===== src/siv_pkg.sv =====
// Purpose: shared constants for the subsystem interrupt vectoring block
// Assumes: one processor subsystem per instance, 16-bit pending and mask flags
// Notes:   rank tables are indexed by hardware rank, rank 0 serviced first
`default_nettype none
package siv_pkg;
  localparam int ADDR_W   = 8;
  localparam int DATA_W   = 32;
  localparam int FLAG_W   = 16;
  localparam int NUM_RANK = 14;
  localparam int RANK_W   = 4;
  localparam int PRIO_W   = 5;
  localparam int VEC_W    = 16;
  localparam int OFF_W    = 7;
  localparam int ROUTE_W  = 4;

  // register byte offsets
  localparam logic [ADDR_W-1:0] REG_PENDING = 8'h00;
  localparam logic [ADDR_W-1:0] REG_MASK    = 8'h04;
  localparam logic [ADDR_W-1:0] REG_ROUTE   = 8'h08;
  localparam logic [ADDR_W-1:0] REG_VBASE   = 8'h0C;
  localparam logic [ADDR_W-1:0] REG_HOSTCTL = 8'h10;
  localparam logic [ADDR_W-1:0] REG_STATUS  = 8'h14;
  localparam logic [ADDR_W-1:0] REG_SOFTRST = 8'h18;

  // pending and mask flag positions
  localparam int BIT_EXT    = 0;
  localparam int BIT_WDOG   = 1;
  localparam int BIT_TIMER  = 3;
  localparam int BIT_P0RX   = 4;
  localparam int BIT_P0TX   = 5;
  localparam int BIT_SLOT58 = 6;
  localparam int BIT_SLOT5C = 7;
  localparam int BIT_HOST   = 9;
  localparam int BIT_SLOT68 = 10;
  localparam int BIT_SLOT6C = 11;
  localparam int BIT_DMA4   = 12;
  localparam int BIT_DMA5   = 13;
  localparam logic [FLAG_W-1:0] FLAG_IMPL = 16'h3EFB;

  // route select bits: 0 selects serial port event, 1 selects dma channel
  localparam int ROUTE_SLOT58 = 0;
  localparam int ROUTE_SLOT5C = 1;
  localparam int ROUTE_SLOT68 = 2;
  localparam int ROUTE_SLOT6C = 3;

  // control and status fields
  localparam int HOSTCTL_REQ_BIT  = 0;
  localparam int SOFTRST_BIT      = 0;
  localparam int STATUS_VALID_BIT = 31;
  localparam int STATUS_RANK_LSB  = 24;
  localparam int STATUS_PRIO_LSB  = 16;

  // reset values
  localparam logic [FLAG_W-1:0]  MASK_RST  = 16'h0000;
  localparam logic [ROUTE_W-1:0] ROUTE_RST = 4'h0;
  localparam logic [VEC_W-1:0]   VBASE_RST = 16'h0000;
  localparam logic [VEC_W-1:0]   VBASE_KEEP = 16'hFF80;

  // per-rank tables, rank 0 at the right
  localparam int RANK_RESET = 0;
  localparam int RANK_NMI   = 1;
  localparam int RANK_FIRST = 2;
  localparam logic [NUM_RANK-1:0][OFF_W-1:0] RANK_OFFSET = {
    7'h74, 7'h70, 7'h6C, 7'h68, 7'h64, 7'h5C, 7'h58,
    7'h54, 7'h50, 7'h4C, 7'h44, 7'h40, 7'h04, 7'h00};
  localparam logic [NUM_RANK-1:0][PRIO_W-1:0] RANK_PRIO = {
    5'h10, 5'h0F, 5'h0E, 5'h0D, 5'h0C, 5'h0A, 5'h09,
    5'h08, 5'h07, 5'h06, 5'h04, 5'h03, 5'h02, 5'h01};
  localparam logic [NUM_RANK-1:0][3:0] RANK_BIT = {
    4'hD, 4'hC, 4'hB, 4'hA, 4'h9, 4'h7, 4'h6,
    4'h5, 4'h4, 4'h3, 4'h1, 4'h0, 4'h0, 4'h0};

  typedef enum logic [1:0] {
    BUS_IDLE   = 2'b01,
    BUS_RDWAIT = 2'b10
  } siv_bus_state_type;
endpackage
`default_nettype wire


===== src/siv_prio_enc.sv =====
// Purpose: fixed priority picker, lowest index wins
// Assumes: requests are levels on the same clock
// Notes:   purely combinational
`default_nettype none
`timescale 1ns/1ps
module siv_prio_enc #(
  parameter int N     = 14,
  parameter int IDX_W = 4
) (
  input  wire logic [N-1:0]     req,    // request per rank
  output logic                  valid,  // any request
  output logic [IDX_W-1:0]      idx     // winning rank
);
  logic [N-1:0] blocked;
  logic [N-1:0] grant;

  // one-hot grant, each entry blocked by any lower index
  genvar i;
  generate
    for (i = 0; i < N; i++) begin : g_rank
      if (i == 0) begin : g_first
        assign blocked[i] = 1'b0;
      end else begin : g_rest
        assign blocked[i] = blocked[i-1] | req[i-1];
      end
      assign grant[i] = req[i] & ~blocked[i];
    end
  endgenerate

  // encode grant to an index
  always_comb begin
    idx   = '0;
    valid = |req;
    for (int k = 0; k < N; k++) begin
      if (grant[k]) begin
        idx = idx | IDX_W'(k);
      end
    end
  end
endmodule
`default_nettype wire


===== src/siv_vectoring.sv =====
// Purpose: interrupt vectoring and fixed priority for one processor subsystem
// Assumes: on-chip sources share hclk; nmi and ext user pin are asynchronous
// Notes:   registers over ahb-lite; reads take one wait state, writes none
//
// The AHB-Lite slave port and the register offsets were chosen for this implementation.
`default_nettype none
`timescale 1ns/1ps
// Operation
// RULE_01 - hardware or soft reset vectors to 00, highest priority 1
// RULE_02 - nmi at 04 prio 2, ext pin 40 prio 3, watchdog 44 prio 4
// RULE_03 - own map per subsystem; timer 4C/6, dma4 70/15, dma5 74/16
// RULE_04 - serial port 0 receive vectors to 50, priority 7
// RULE_05 - serial port 0 transmit vectors to 54, priority 8
// RULE_06 - 58 prio 9 shared by port 2 receive or dma 0, one at a time
// RULE_07 - 5C prio 10 shared by port 2 transmit or dma 1
// RULE_08 - host request bit raises host interrupt at 64, priority 12
// RULE_09 - 68 prio 13 shared by port 1 receive or dma 2
// RULE_10 - 6C prio 14 shared by port 1 transmit or dma 3
// RULE_11 - pending bit set means pending, mask bit set means enabled; timer bit 3
// RULE_12 - dma 5 uses bit 13 of pending and mask
// RULE_13 - lowest priority number wins; 08 to 3C never hardware vectors
// RULE_14 - 78 to 7F reserved, never produced
module siv_vectoring (
  input  wire logic                        hclk,            // bus clock, 100 MHz
  input  wire logic                        hresetn,         // async reset, active low
  input  wire logic                        hsel,            // slave select
  input  wire logic [siv_pkg::ADDR_W-1:0]  haddr,           // byte address
  input  wire logic [1:0]                  htrans,          // transfer type
  input  wire logic                        hwrite,          // write when high
  input  wire logic [2:0]                  hsize,           // word only
  input  wire logic [siv_pkg::DATA_W-1:0]  hwdata,          // write data
  input  wire logic                        hready,          // bus ready in
  output logic                             hreadyout,       // slave ready
  output logic                             hresp,           // always okay
  output logic [siv_pkg::DATA_W-1:0]       hrdata,          // read data
  input  wire logic                        nmi_irq,         // pin, rising edge
  input  wire logic                        ext_user_irq,    // pin, rising edge
  input  wire logic                        soft_reset_trap, // core pulse
  input  wire logic                        watchdog_irq,    // level source
  input  wire logic                        timer_irq,       // level source
  input  wire logic                        port0_rx_irq,    // level source
  input  wire logic                        port0_tx_irq,    // level source
  input  wire logic                        port1_rx_irq,    // level source
  input  wire logic                        port1_tx_irq,    // level source
  input  wire logic                        port2_rx_irq,    // level source
  input  wire logic                        port2_tx_irq,    // level source
  input  wire logic                        dma_ch0_irq,     // level source
  input  wire logic                        dma_ch1_irq,     // level source
  input  wire logic                        dma_ch2_irq,     // level source
  input  wire logic                        dma_ch3_irq,     // level source
  input  wire logic                        dma_ch4_irq,     // level source
  input  wire logic                        dma_ch5_irq,     // level source
  input  wire logic                        irq_ack,         // core takes vector
  output logic                             irq_req,         // vector offered
  output logic [siv_pkg::VEC_W-1:0]        irq_vector,      // base plus offset
  output logic [siv_pkg::PRIO_W-1:0]       irq_priority     // priority number
);
  import siv_pkg::*;

  siv_bus_state_type   bus_state;
  logic [ADDR_W-1:0]   rd_addr;
  logic [ADDR_W-1:0]   wr_addr;
  logic                wr_pend;
  logic [FLAG_W-1:0]   irq_pending_reg;
  logic [FLAG_W-1:0]   irq_mask_reg;
  logic [ROUTE_W-1:0]  route;
  logic [VEC_W-1:0]    vbase;
  logic                reset_flag;
  logic                nmi_flag;
  logic [1:0]          pin_s1;
  logic [1:0]          pin_s2;
  logic [1:0]          pin_s3;
  logic [FLAG_W-1:0]   src_lvl;
  logic [FLAG_W-1:0]   src_prev;
  logic [FLAG_W-1:0]   set_vec;
  logic [FLAG_W-1:0]   clr_vec;
  logic [FLAG_W-1:0]   ack_clr;
  logic [NUM_RANK-1:0] req;
  logic                pick_valid;
  logic [RANK_W-1:0]   pick_rank;
  logic [RANK_W-1:0]   cur_rank;
  logic                acc;
  logic                ack_take;
  logic                wr_pending_en;
  logic                wr_mask_en;
  logic                wr_route_en;
  logic                wr_vbase_en;
  logic                host_set;
  logic                soft_set;
  logic [DATA_W-1:0]   rd_word;

  assign hresp = 1'b0;
  // reads stall one cycle so a write just ahead is already visible
  assign hreadyout = (bus_state != BUS_RDWAIT);
  assign acc = hsel & hready & htrans[1];

  // bus state and address capture
  always_ff @(posedge hclk or negedge hresetn) begin
    if (!hresetn) begin
      bus_state <= BUS_IDLE;
      rd_addr   <= '0;
      wr_addr   <= '0;
      wr_pend   <= 1'b0;
    end else begin
      case (bus_state)
        BUS_IDLE: begin
          wr_pend <= acc & hwrite;
          if (acc) begin
            if (hwrite) begin
              wr_addr <= haddr;
            end else begin
              rd_addr   <= haddr;
              bus_state <= BUS_RDWAIT;
            end
          end
        end
        BUS_RDWAIT: begin
          wr_pend   <= 1'b0;
          bus_state <= BUS_IDLE;
        end
        default: begin
          wr_pend   <= 1'b0;
          bus_state <= BUS_IDLE;
        end
      endcase
    end
  end

  // write decode in the data phase; unmapped writes fall through
  assign wr_pending_en = wr_pend & (wr_addr == REG_PENDING);
  assign wr_mask_en    = wr_pend & (wr_addr == REG_MASK);
  assign wr_route_en   = wr_pend & (wr_addr == REG_ROUTE);
  assign wr_vbase_en   = wr_pend & (wr_addr == REG_VBASE);
  assign host_set      = wr_pend & (wr_addr == REG_HOSTCTL) & hwdata[HOSTCTL_REQ_BIT]; // RULE_08
  assign soft_set      = (wr_pend & (wr_addr == REG_SOFTRST) & hwdata[SOFTRST_BIT]) | soft_reset_trap;

  // read mux, reserved and unmapped bits read zero
  always_comb begin
    rd_word = '0;
    case (rd_addr)
      REG_PENDING: rd_word[FLAG_W-1:0] = irq_pending_reg;
      REG_MASK:    rd_word[FLAG_W-1:0] = irq_mask_reg;
      REG_ROUTE:   rd_word[ROUTE_W-1:0] = route;
      REG_VBASE:   rd_word[VEC_W-1:0] = vbase;
      REG_STATUS: begin
        rd_word[STATUS_VALID_BIT]                       = irq_req;
        rd_word[STATUS_RANK_LSB +: RANK_W]              = cur_rank;
        rd_word[STATUS_PRIO_LSB +: PRIO_W]              = irq_priority;
        rd_word[VEC_W-1:0]                              = irq_vector;
      end
      default:     rd_word = '0;
    endcase
  end

  // read data loads during the wait cycle and holds afterwards
  always_ff @(posedge hclk or negedge hresetn) begin
    if (!hresetn) begin
      hrdata <= '0;
    end else if (bus_state == BUS_RDWAIT) begin
      hrdata <= rd_word;
    end
  end

  // software control registers
  always_ff @(posedge hclk or negedge hresetn) begin
    if (!hresetn) begin
      irq_mask_reg <= MASK_RST;
      route        <= ROUTE_RST;
      vbase        <= VBASE_RST;
    end else begin
      if (wr_mask_en) begin
        irq_mask_reg <= hwdata[FLAG_W-1:0] & FLAG_IMPL; // RULE_11
      end
      if (wr_route_en) begin
        route <= hwdata[ROUTE_W-1:0];
      end
      if (wr_vbase_en) begin
        vbase <= hwdata[VEC_W-1:0] & VBASE_KEEP;
      end
    end
  end

  // two-flop sync for pin inputs, third stage only for edge detect
  always_ff @(posedge hclk or negedge hresetn) begin
    if (!hresetn) begin
      pin_s1 <= 2'h0;
      pin_s2 <= 2'h0;
      pin_s3 <= 2'h0;
    end else begin
      pin_s1 <= {nmi_irq, ext_user_irq};
      pin_s2 <= pin_s1;
      pin_s3 <= pin_s2;
    end
  end

  // source levels per flag bit; shared slots take one source at a time
  always_comb begin
    src_lvl             = '0;
    src_lvl[BIT_EXT]    = pin_s2[0];                                       // RULE_02
    src_lvl[BIT_WDOG]   = watchdog_irq;                                    // RULE_02
    src_lvl[BIT_TIMER]  = timer_irq;                                       // RULE_11
    src_lvl[BIT_P0RX]   = port0_rx_irq;                                    // RULE_04
    src_lvl[BIT_P0TX]   = port0_tx_irq;                                    // RULE_05
    src_lvl[BIT_SLOT58] = route[ROUTE_SLOT58] ? dma_ch0_irq : port2_rx_irq; // RULE_06
    src_lvl[BIT_SLOT5C] = route[ROUTE_SLOT5C] ? dma_ch1_irq : port2_tx_irq; // RULE_07
    src_lvl[BIT_SLOT68] = route[ROUTE_SLOT68] ? dma_ch2_irq : port1_rx_irq; // RULE_09
    src_lvl[BIT_SLOT6C] = route[ROUTE_SLOT6C] ? dma_ch3_irq : port1_tx_irq; // RULE_10
    src_lvl[BIT_DMA4]   = dma_ch4_irq;                                     // RULE_03
    src_lvl[BIT_DMA5]   = dma_ch5_irq;                                     // RULE_12
  end

  // rising edges set flags; a route change may look like an edge
  always_ff @(posedge hclk or negedge hresetn) begin
    if (!hresetn) begin
      src_prev <= '0;
    end else begin
      src_prev <= src_lvl;
    end
  end

  always_comb begin
    set_vec = (src_lvl & ~src_prev) & FLAG_IMPL;
    set_vec[BIT_HOST] = host_set; // RULE_08
  end

  // clear paths: write one to clear, or core acknowledge
  assign ack_take = irq_ack & irq_req;
  always_comb begin
    ack_clr = '0;
    if (ack_take && (cur_rank >= RANK_W'(RANK_FIRST))) begin
      ack_clr[RANK_BIT[cur_rank]] = 1'b1;
    end
  end
  assign clr_vec = ack_clr | (wr_pending_en ? hwdata[FLAG_W-1:0] : '0);

  // pending flags; a new event beats a clear in the same cycle
  always_ff @(posedge hclk or negedge hresetn) begin
    if (!hresetn) begin
      irq_pending_reg <= '0;
    end else begin
      irq_pending_reg <= ((irq_pending_reg & ~clr_vec) | set_vec) & FLAG_IMPL; // RULE_11
    end
  end

  // reset trap and nmi flags; hardware reset leaves a reset request up
  always_ff @(posedge hclk or negedge hresetn) begin
    if (!hresetn) begin
      reset_flag <= 1'b1;
      nmi_flag   <= 1'b0;
    end else begin
      if (soft_set) begin
        reset_flag <= 1'b1; // RULE_01
      end else if (ack_take && (cur_rank == RANK_W'(RANK_RESET))) begin
        reset_flag <= 1'b0;
      end
      if (pin_s2[1] & ~pin_s3[1]) begin
        nmi_flag <= 1'b1; // RULE_02
      end else if (ack_take && (cur_rank == RANK_W'(RANK_NMI))) begin
        nmi_flag <= 1'b0;
      end
    end
  end

  // requests by rank; nmi ignores the mask, maskable ranks need both bits
  assign req[RANK_RESET] = reset_flag; // RULE_01
  assign req[RANK_NMI]   = nmi_flag;   // RULE_02
  genvar r;
  generate
    for (r = RANK_FIRST; r < NUM_RANK; r++) begin : g_req
      assign req[r] = irq_pending_reg[RANK_BIT[r]] & irq_mask_reg[RANK_BIT[r]]; // RULE_11
    end
  endgenerate

  siv_prio_enc #(
    .N     (NUM_RANK),
    .IDX_W (RANK_W)
  ) u_pick (
    .req   (req),
    .valid (pick_valid),
    .idx   (pick_rank)
  );

  // offered vector; the table only holds 00, 04 and 40 to 74
  // drop request for one cycle after ack so a stale vector is never shown
  always_ff @(posedge hclk or negedge hresetn) begin
    if (!hresetn) begin
      irq_req      <= 1'b0;
      cur_rank     <= '0;
      irq_vector   <= '0;
      irq_priority <= '0;
    end else begin
      irq_req      <= pick_valid & ~ack_take;                   // RULE_13
      cur_rank     <= pick_rank;
      irq_vector   <= {vbase[VEC_W-1:OFF_W], RANK_OFFSET[pick_rank]}; // RULE_03 RULE_13 RULE_14
      irq_priority <= RANK_PRIO[pick_rank];                     // RULE_13
    end
  end
endmodule
`default_nettype wire


===== config.mk =====
export PLATFORM = sky130hd
export DESIGN_NAME = siv_vectoring
export DESIGN_NICKNAME = d
export VERILOG_FILES = /design/src/siv_pkg.sv /design/src/siv_prio_enc.sv /design/src/siv_vectoring.sv
export SDC_FILE = /design/constraint.sdc
export NUM_CORES = 1
export LEC_CHECK = 0
export BUFFER_PORTS_ARGS = -buffer_cell sky130_fd_sc_hd__buf_2
export CORE_UTILIZATION = 58
export DETAILED_ROUTE_END_ITERATION = 6
export HOLD_SLACK_MARGIN = 0.06
export PLACE_DENSITY_LB_ADDON = 0.2
export SLEW_MARGIN = 20
export SYNTH_ARGS = -nofsm -noshare
export SYNTH_HDL_FRONTEND = slang
export SYNTH_SLANG_ARGS = --single-unit

===== constraint.sdc =====
create_clock -name hclk -period 5.7 [get_ports hclk]
set_input_delay 1.14 -clock hclk [delete_from_list [all_inputs] [get_ports hclk]]
set_output_delay 1.14 -clock hclk [all_outputs]
set_load 0.02 [all_outputs]

==> flow_summary.toml, run 1 <==
[layout]
largestRegisters = "hrdata: 26 flops, irq_vector: 14 flops"
fin_util_pct = 71.2
nNetsFinal = 660
area_growth_pct = 19.7
largest_reg_flops = 26
finalInstanceArea_um2 = 6540
top_register = "hrdata"
antennaDiodeCount = 0
drive_gt1_share_pct = 31.6

[grt]
antenna_found_initial = 0
grt_pass1_vias = 4063
grt_start_max_net_pins = 79
grt_pass1_wl_um = 20200
grt_remaining_overflow = 0
grt_util_all_layers_pct = 27.5

[yosys]
ys_warn_count = 0
synthTopCellsByCount = "dfrtp_1, nand2_1, mux2_2"
synth_most_common_cell = "dfrtp_1"
synth_top_area_share_pct = 55.8
synth_area_leader_cell = "dfrtp_1"
synthTopCellsByArea = "dfrtp_1, mux2_2, nand2_1, o21ai_0, ha_1"
synthArstFlopShare_pct = 100
ys_ff_latch = 124
synth_flop_cell = "dfrtp_1"
synth_edf_count = 0
synth_area_um2 = 5470
synth.avg_cell_area_um2 = 11.4
synthDistinctLibCells = 56
postSynthCellCount = 480
ys_seq_area_share_pct = 56.8

[power]
peakVddDrop_mv = 0.230
power_density_nw_per_um2 = 339
p_leak_nw = 3.06

[timing]
slew_violations = 0
hold_viol = 0
fin_ws_ns = 2.83
slew_headroom_pct = 36.8
finalSetupViolCount = 0
tightest_slew_ns = 0.949
finalSetupTns_ns = 0
rsz0062_at_grt = "false"
fmax_mhz = 348
fin_crit_sh_pct = 50.3
hold_ws_ns = 0.349
period_minus_slack_ns = 2.87
fin_skew_ns = 0.00622

[floorplanning]
dieArea_um2 = 9820
start_util_pct = 59.5
io_pins = 124
die_x_um = 99.1
fp-row-count = 35
fp.dieH_um = 99.1
coreArea_um2 = 9200

[run]
maxCapViolCount = 0

[clocking]
path_clk_slew_ns = 0.06
postCtsSetupBuffers = 0
cts_buffers = 17
cts_tree = "done"
postCtsHoldBufs = 0
clockBufferDepth = 2
clk_latency_ns = 0.51
cts.htree.levels = 4
cts-root-buf = "clkbuf_8"
cts_resized = 0
clkSinkCount = 124

[detailed_routing]
drt_iter0_drc = 313
wire_per_inst_um = 17.6
drc = 0
drtAntennaViolNets = 0
vias_per_cell = 5.88
num_vias = 4131
routed_wl_um = 12400
dr.pass1.iters = 6

[worst_hold_path]
hold_class = "reg2reg"

[placement]
placed_area_um2 = 5970
dpl.hpwl_um = 8510
io_buffers = 94
dpl_worst_slack_ns = 3.09
place.gp.congestion = 0.924

[worst_setup_path]
setup.worst_path.end_class = "output port"
crit_type = "reg2out"
crit_fanout = 41
cp_data_arrival_time_ns = 1.73
worst_setup_path_start_kind = "flip-flop"
required_ns = 4.56

[outcome]
status = "completed"
cell usage in the layout (no fill, tap or decap), types with 4 or more instances in the layout:
cell type,n
nand2_1,77
o22ai_1,5
mux2i_1,4
clkinv_2,4
and2_1,5
mux2_2,42
a21o_1,7
dfrtp_1,122
inv_1,21
o22a_1,4
a22oi_1,6
clkbuf_16,16
buf_4,4
a222oi_1,10
nor2_1,14
conb_1,9
a21oi_1,13
nand2b_1,7
ha_1,13
o21ai_0,33
nor3_1,7
o211ai_1,9
buf_2,93
logic make-up after synthesis:
logic type / count (synthesis) / synth area share (%)
simple gates: 135 / 11.8
flops: 124 / 56.8
compound gates: 112 / 14.4
buf+inv: 48 / 4.49
mux: 46 / 9.38
fa+ha+maj: 13 / 2.97
other cells: 1 / 0.0686
xor+xnor: 1 / 0.160
worst max-delay path, cell delays in order, from the launching register on:
cell      delay, ns
dfstp_2        0.52
nand2b_1       0.09
buf_4          0.34
buf_2          0.24
metrics by stage:
stage	std cells	power (mW)
5_1_grt	703	2.31
3_3_place_gp	671	1.21
4_1_cts	703	2.23
2_1_floorplan	488	1.14
3_5_place_dp	671	1.22
6_report	703	2.22
metal layers:
metal	GRT usage (%)	vias up	part of all wire (%)
li1	-	1901	-
met1	36.5	2052	43
met2	43.1	151	49
met3	5.90	27	5.2
met4	14.0	0	3.0
met5	0.513	-	0
where the power goes:
group          internal (mW)  switching [mW]
registers              0.940          0.0600
logic                 0.0877           0.119
clock network          0.631           0.381
area by class of cell:
class | count | area (um2)
clock buffers | 21 | 439
multi-input cells | 316 | 2160
inverters | 23 | 86.3
well taps | 111 | 139
flip-flops and latches | 124 | 3110
clock inverters | 11 | 120
repair buffers | 97 | 495
fillers | 681 | 2650
path summary, 6_finish.rpt:
check                                start              end  slack, ns  cells past startpoint
setup / recovery              bus_state[0]        hreadyout       2.83                      3
hold / removal                   pin_s1[0]        pin_s2[0]       0.35                      0
setup reg to reg           irq_mask_reg[3]    irq_vector[3]       3.22                      8
hold reg to reg                  pin_s1[0]        pin_s2[0]       0.35                      0
max in group asynchronous          hresetn  irq_mask_reg[4]       3.76                      2
min in group asynchronous          hresetn       hrdata[26]       0.77                      1
(Power assumes the default switching activity.)
==> run 2, diff against run 1 <==
--- a/config.mk
+++ b/config.mk
@@ -6,7 +6,7 @@
 export NUM_CORES = 1
 export LEC_CHECK = 0
 export BUFFER_PORTS_ARGS = -buffer_cell sky130_fd_sc_hd__buf_2
-export CORE_UTILIZATION = 58
+export CORE_UTILIZATION = 54
 export DETAILED_ROUTE_END_ITERATION = 6
 export HOLD_SLACK_MARGIN = 0.06
 export PLACE_DENSITY_LB_ADDON = 0.2
==> constraint.sdc (replaced) <==
create_clock -name hclk -period 3 [get_ports hclk]
set_input_delay 0.6 -clock hclk [delete_from_list [all_inputs] [get_ports hclk]]
set_output_delay 0.6 -clock hclk [all_outputs]
set_load 0.02 [all_outputs]
==> flow_summary.toml, run 2 (synthesized netlist as in run 1, its figures left out) <==
[timing]
tightest_slew_ns = 0.694
fmax_mhz = 412
finalSetupViolCount = 0
hold_viol = 0
rsz0062_at_grt = "false"
finalSetupTns_ns = 0
fin_skew_ns = 0.00437
slew_violations = 0
period_minus_slack_ns = 2.43
slew_headroom_pct = 53.6
fin_crit_sh_pct = 80.9

[power]
power_frac_seq_pct = 45.2
p_int_mw = 3.19
peakVddDrop_mv = 0.373
power_density_nw_per_um2 = 635
switching_share_pct = 24.3
p_leak_nw = 3.11
comb_power_share_pct = 9.4
p_switching_mw = 1.02
fin_total_pwr_mw = 4.21
power_frac_clock_pct = 45.4

[worst_setup_path]
critical_path.endpoint = "irq_vector[3]"
crit_fanout = 6
crit_start = "irq_pending_reg[7]"
regToRegSetupSlack_ns = 0.57
timing.rr.start = "irq_pending_reg[7]"
r2r-end = "irq_vector[3]"
reg2reg_depth = 10
setup.worst_path.end_class = "flip-flop"
cp_data_arrival_time_ns = 2.87
worst_setup_path_start_kind = "flip-flop"
required_ns = 3.44
crit_type = "reg2reg"

[layout]
top_register = "hrdata"
final_common_cell = "dfrtp_1"
finalInstanceArea_um2 = 6630
layout_common_cells = "dfrtp_1, buf_2, nand2_1"
antennaDiodeCount = 0
largestRegisters = "hrdata: 26 flops, irq_vector: 14 flops"
drive_gt1_share_pct = 32.1
fin_cells = 731
nNetsFinal = 668
largest_reg_flops = 26
area_growth_pct = 21.3

[clocking]
cts_resized = 0
clkSinkCount = 124
clk_latency_ns = 0.52
cts_buffers = 17
path_clk_slew_ns = 0.05
cts_tree = "done"
clockBufferDepth = 2
cts-root-buf = "clkbuf_8"
cts.htree.levels = 4

[grt]
met3_usage_pct = 6.31
grt_start_max_net_pins = 75
met2_usage_pct = 41.2
use_met1_pct = 32.3
top_usage_layer = "met2"
grt_pass1_vias = 3933
grt_pass1_wl_um = 19800
antenna_found_initial = 0
grt_util_all_layers_pct = 25.5
grt_remaining_overflow = 0

[placement]
placed_cells = 700
dpl.hpwl_um = 9030
placed_area_um2 = 6070
io_buffers = 94
place.gp.congestion = 0.909

[outcome]
status = "completed"

[worst_hold_path]
hold_class = "in2reg"

[detailed_routing]
num_vias = 4111
drc = 0
drtAntennaViolNets = 0
routed_wl_um = 12500
wire_per_inst_um = 17.1
vias_per_cell = 5.62
dr.pass1.iters = 7
drt_iter0_drc = 256

[floorplanning]
coreArea_um2 = 9770
die_x_um = 103
fp.dieH_um = 103
io_pins = 124
start_util_pct = 55.9
dieArea_um2 = 10500
fp-row-count = 36

[run]
maxCapViolCount = 0
[run 2: routing by layer]
| metal | wire length, um | vias to the layer above |
|---|---|---|
| met1 | 5290 | 2004 |
| li1 | - | 1908 |
| met4 | 359 | 0 |
| met5 | 0 | - |
| met2 | 6080 | 171 |
| met3 | 785 | 28 |
[run 2: cell type report]
class,count,area (um2)
clock buffers,22,463
clock inverters,8,92.6
inverters,23,86.3
multi-input cells,316,2150
flip-flops and latches,124,3110
well taps,133,166
repair buffers,105,571
fillers,779,3140
[run 2: what timing repair did]
action,in CTS,in global routing
buffers inserted,0,0
endpoints found under the hold margin,22,0
hold buffers,1,0
[run 2: worst max-delay path: stages, from the launching register on]
cell	delay [ns]
dfrtp_1	0.41
a222oi_1	0.48
inv_1	0.07
o21ai_0	0.30
a32oi_1	0.10
o22a_1	0.29
inv_1	0.14
ha_1	0.28
a21oi_1	0.13
nor2_1	0.06
nor2_1	0.09
[run 2: stage by stage]
step | utilization (%) | hold WS, ns | setup WS [ns]
5_1_grt | 67.8 | 0.167 | 0.263
3_3_place_gp | 62.1 | 0.332 | 0.666
3_5_place_dp | 62.1 | 0.335 | 0.661
4_1_cts | 67.8 | 0.171 | 0.604
2_1_floorplan | - | 0.304 | 0.977
6_report | 67.8 | 0.189 | 0.574
[run 2: how the worst min path moves through the flow]
stage,to,startpoint,cells after the start,slack [ns]
floorplan,bus_state[1],hresetn,0,0.30
global placement,pin_s2[0],pin_s1[0],0,0.33
detailed placement,pin_s2[1],pin_s1[1],0,0.33
CTS,pin_s1[0],ext_user_irq,1,0.17
global route,pin_s1[0],ext_user_irq,1,0.17
finish,pin_s1[0],ext_user_irq,1,0.19
[run 2: power groups by stage]
stage          registers (mW)  clock network [mW]  logic (mW)
5_1_grt                  1.92                2.02       0.440
2_1_floorplan            1.89                   0       0.268
4_1_cts                  1.90                1.94       0.399
3_3_place_gp             1.92                   0       0.377
3_5_place_dp             1.93                   0       0.392
6_report                 1.90                1.91       0.394
==> run 3, diff against run 2 <==
==> constraint.sdc (replaced) <==
create_clock -name hclk -period 2.4 [get_ports hclk]
set_input_delay 0.48 -clock hclk [delete_from_list [all_inputs] [get_ports hclk]]
set_output_delay 0.48 -clock hclk [all_outputs]
set_load 0.02 [all_outputs]
==> flow_summary.toml, run 3 (synthesized netlist as in run 1, its figures left out) <==
[layout]
finalInstanceArea_um2 = 6790
largestRegisters = "hrdata: 26 flops, irq_vector: 14 flops"
nNetsFinal = 682
fin_util_pct = 69.5
drive_gt1_share_pct = 32.6
antennaDiodeCount = 0
final_common_cell = "dfrtp_1"
area_growth_pct = 24.2
largest_reg_flops = 26
final-seq-area_um2 = 3110
fillers = 748
layout_common_cells = "dfrtp_1, buf_2, nand2_1"
multi_input_area_um2 = 2150
top_register = "hrdata"
fin_cells = 747

[detailed_routing]
vias_per_cell = 5.58
routed_wl_um = 12400
num_vias = 4170
wire_per_inst_um = 16.6
dr.pass1.iters = 6
drtAntennaViolNets = 0
drc = 0
drt_iter0_drc = 281

[power]
power_density_nw_per_um2 = 782
p_leak_nw = 3.18
peakVddDrop_mv = 0.458
fin_total_pwr_mw = 5.31

[grt]
grt_start_max_net_pins = 73
met3_usage_pct = 6.51
antenna_found_initial = 0
grt_remaining_overflow = 0
use_met1_pct = 33.3
grt_util_all_layers_pct = 25.8
top_usage_layer = "met2"
met2_usage_pct = 39.3
grt_pass1_wl_um = 19900
grt_pass1_vias = 4061

[clocking]
cts-root-buf = "clkbuf_8"
cts_tree = "done"
clockBufferDepth = 2
clkSinkCount = 124
cts.htree.levels = 4
path_clk_slew_ns = 0.06
cts_buffers = 17
clk_latency_ns = 0.53

[floorplanning]
fp.dieH_um = 103
coreArea_um2 = 9770
start_util_pct = 55.9
fp-row-count = 36
dieArea_um2 = 10500
io_pins = 124
die_x_um = 103

[timing]
slew_violations = 0
period_minus_slack_ns = 2.23
finalSetupViolCount = 0
fin_crit_sh_pct = 92.9
fin_ws_ns = 0.170
fmax_mhz = 448
tightest_slew_ns = 0.511
hold_viol = 0
hold_ws_ns = 0.0801
slew_headroom_pct = 65.8
finalSetupTns_ns = 0
fin_skew_ns = 0.00872

[worst_setup_path]
reg2reg_depth = 9
required_ns = 2.78
setup.worst_path.end_class = "flip-flop"
regToRegSetupSlack_ns = 0.17
crit_type = "reg2reg"
timing.rr.start = "irq_mask_reg[7]"
worst_setup_path_start_kind = "flip-flop"
crit_fanout = 4
cp_data_arrival_time_ns = 2.61
r2r-end = "irq_priority[1]"

[placement]
io_buffers = 94
placed_cells = 707
dpl.hpwl_um = 8870
dpl_worst_slack_ns = 0.0961
place.gp.congestion = 0.892
placed_area_um2 = 6140

[run]
maxCapViolCount = 0

[worst_hold_path]
hold_class = "in2reg"
whs_path_depth = 1
min_to = "src_prev[12]"
min_from = "dma_ch4_irq"

[outcome]
status = "completed"
-- run 3: per-layer routing --
metal | share of wire (%) | up-vias
li1 | - | 1933
met1 | 44 | 2037
met2 | 47 | 167
met3 | 6.1 | 33
met4 | 3.7 | 0
met5 | 0 | -
-- run 3: worst max-delay path, cell delays in order, from the launching register on --
cell and delay [ns]:
dfrtp_1 0.41, a222oi_1 0.43, inv_1 0.07, o21ai_1 0.21
a32oi_1 0.08, o22a_1 0.25, inv_1 0.12, ha_1 0.28
nand2b_1 0.10, o221ai_1 0.13
-- run 3: final cells by class --
type                            count  share of cell area, %
Tap cell                          133                   2.45
Clock buffer                       25                   6.98
Clock inverter                      7                   1.33
Sequential cell                   124                   45.7
Timing Repair Buffer              119                   10.5
Multi-Input combinational cell    316                   31.7
Inverter                           23                   1.27
-- run 3: power breakdown --
group | switching [mW] | leakage (nW) | total [mW] | internal [mW]
Clock | 0.866 | 0.272 | 2.42 | 1.55
Combinational | 0.284 | 1.39 | 0.515 | 0.231
Sequential | 0.141 | 1.52 | 2.38 | 2.23
Total | 1.29 | 3.18 | 5.31 | 4.02
-- run 3: worst max path at each step --
stage                             startpoint  depth (start not counted)               to
after global placement    irq_pending_reg[7]                          9  irq_priority[1]
after floorplan           irq_pending_reg[7]                          8    irq_vector[2]
after global routing         irq_mask_reg[7]                         10    irq_vector[3]
after detailed placement  irq_pending_reg[7]                          9  irq_priority[1]
after CTS                 irq_pending_reg[7]                          9  irq_priority[1]
final                        irq_mask_reg[7]                          9  irq_priority[1]
-- run 3: repair_timing --
| action | CTS | global route |
|---|---|---|
| setup endpoints to repair | 0 | 6 |
| buffers inserted | 0 | 1 |
| gates resized for setup | 0 | 2 |
| hold endpoints to repair | 127 | 1 |
| hold buffers | 6 | 1 |
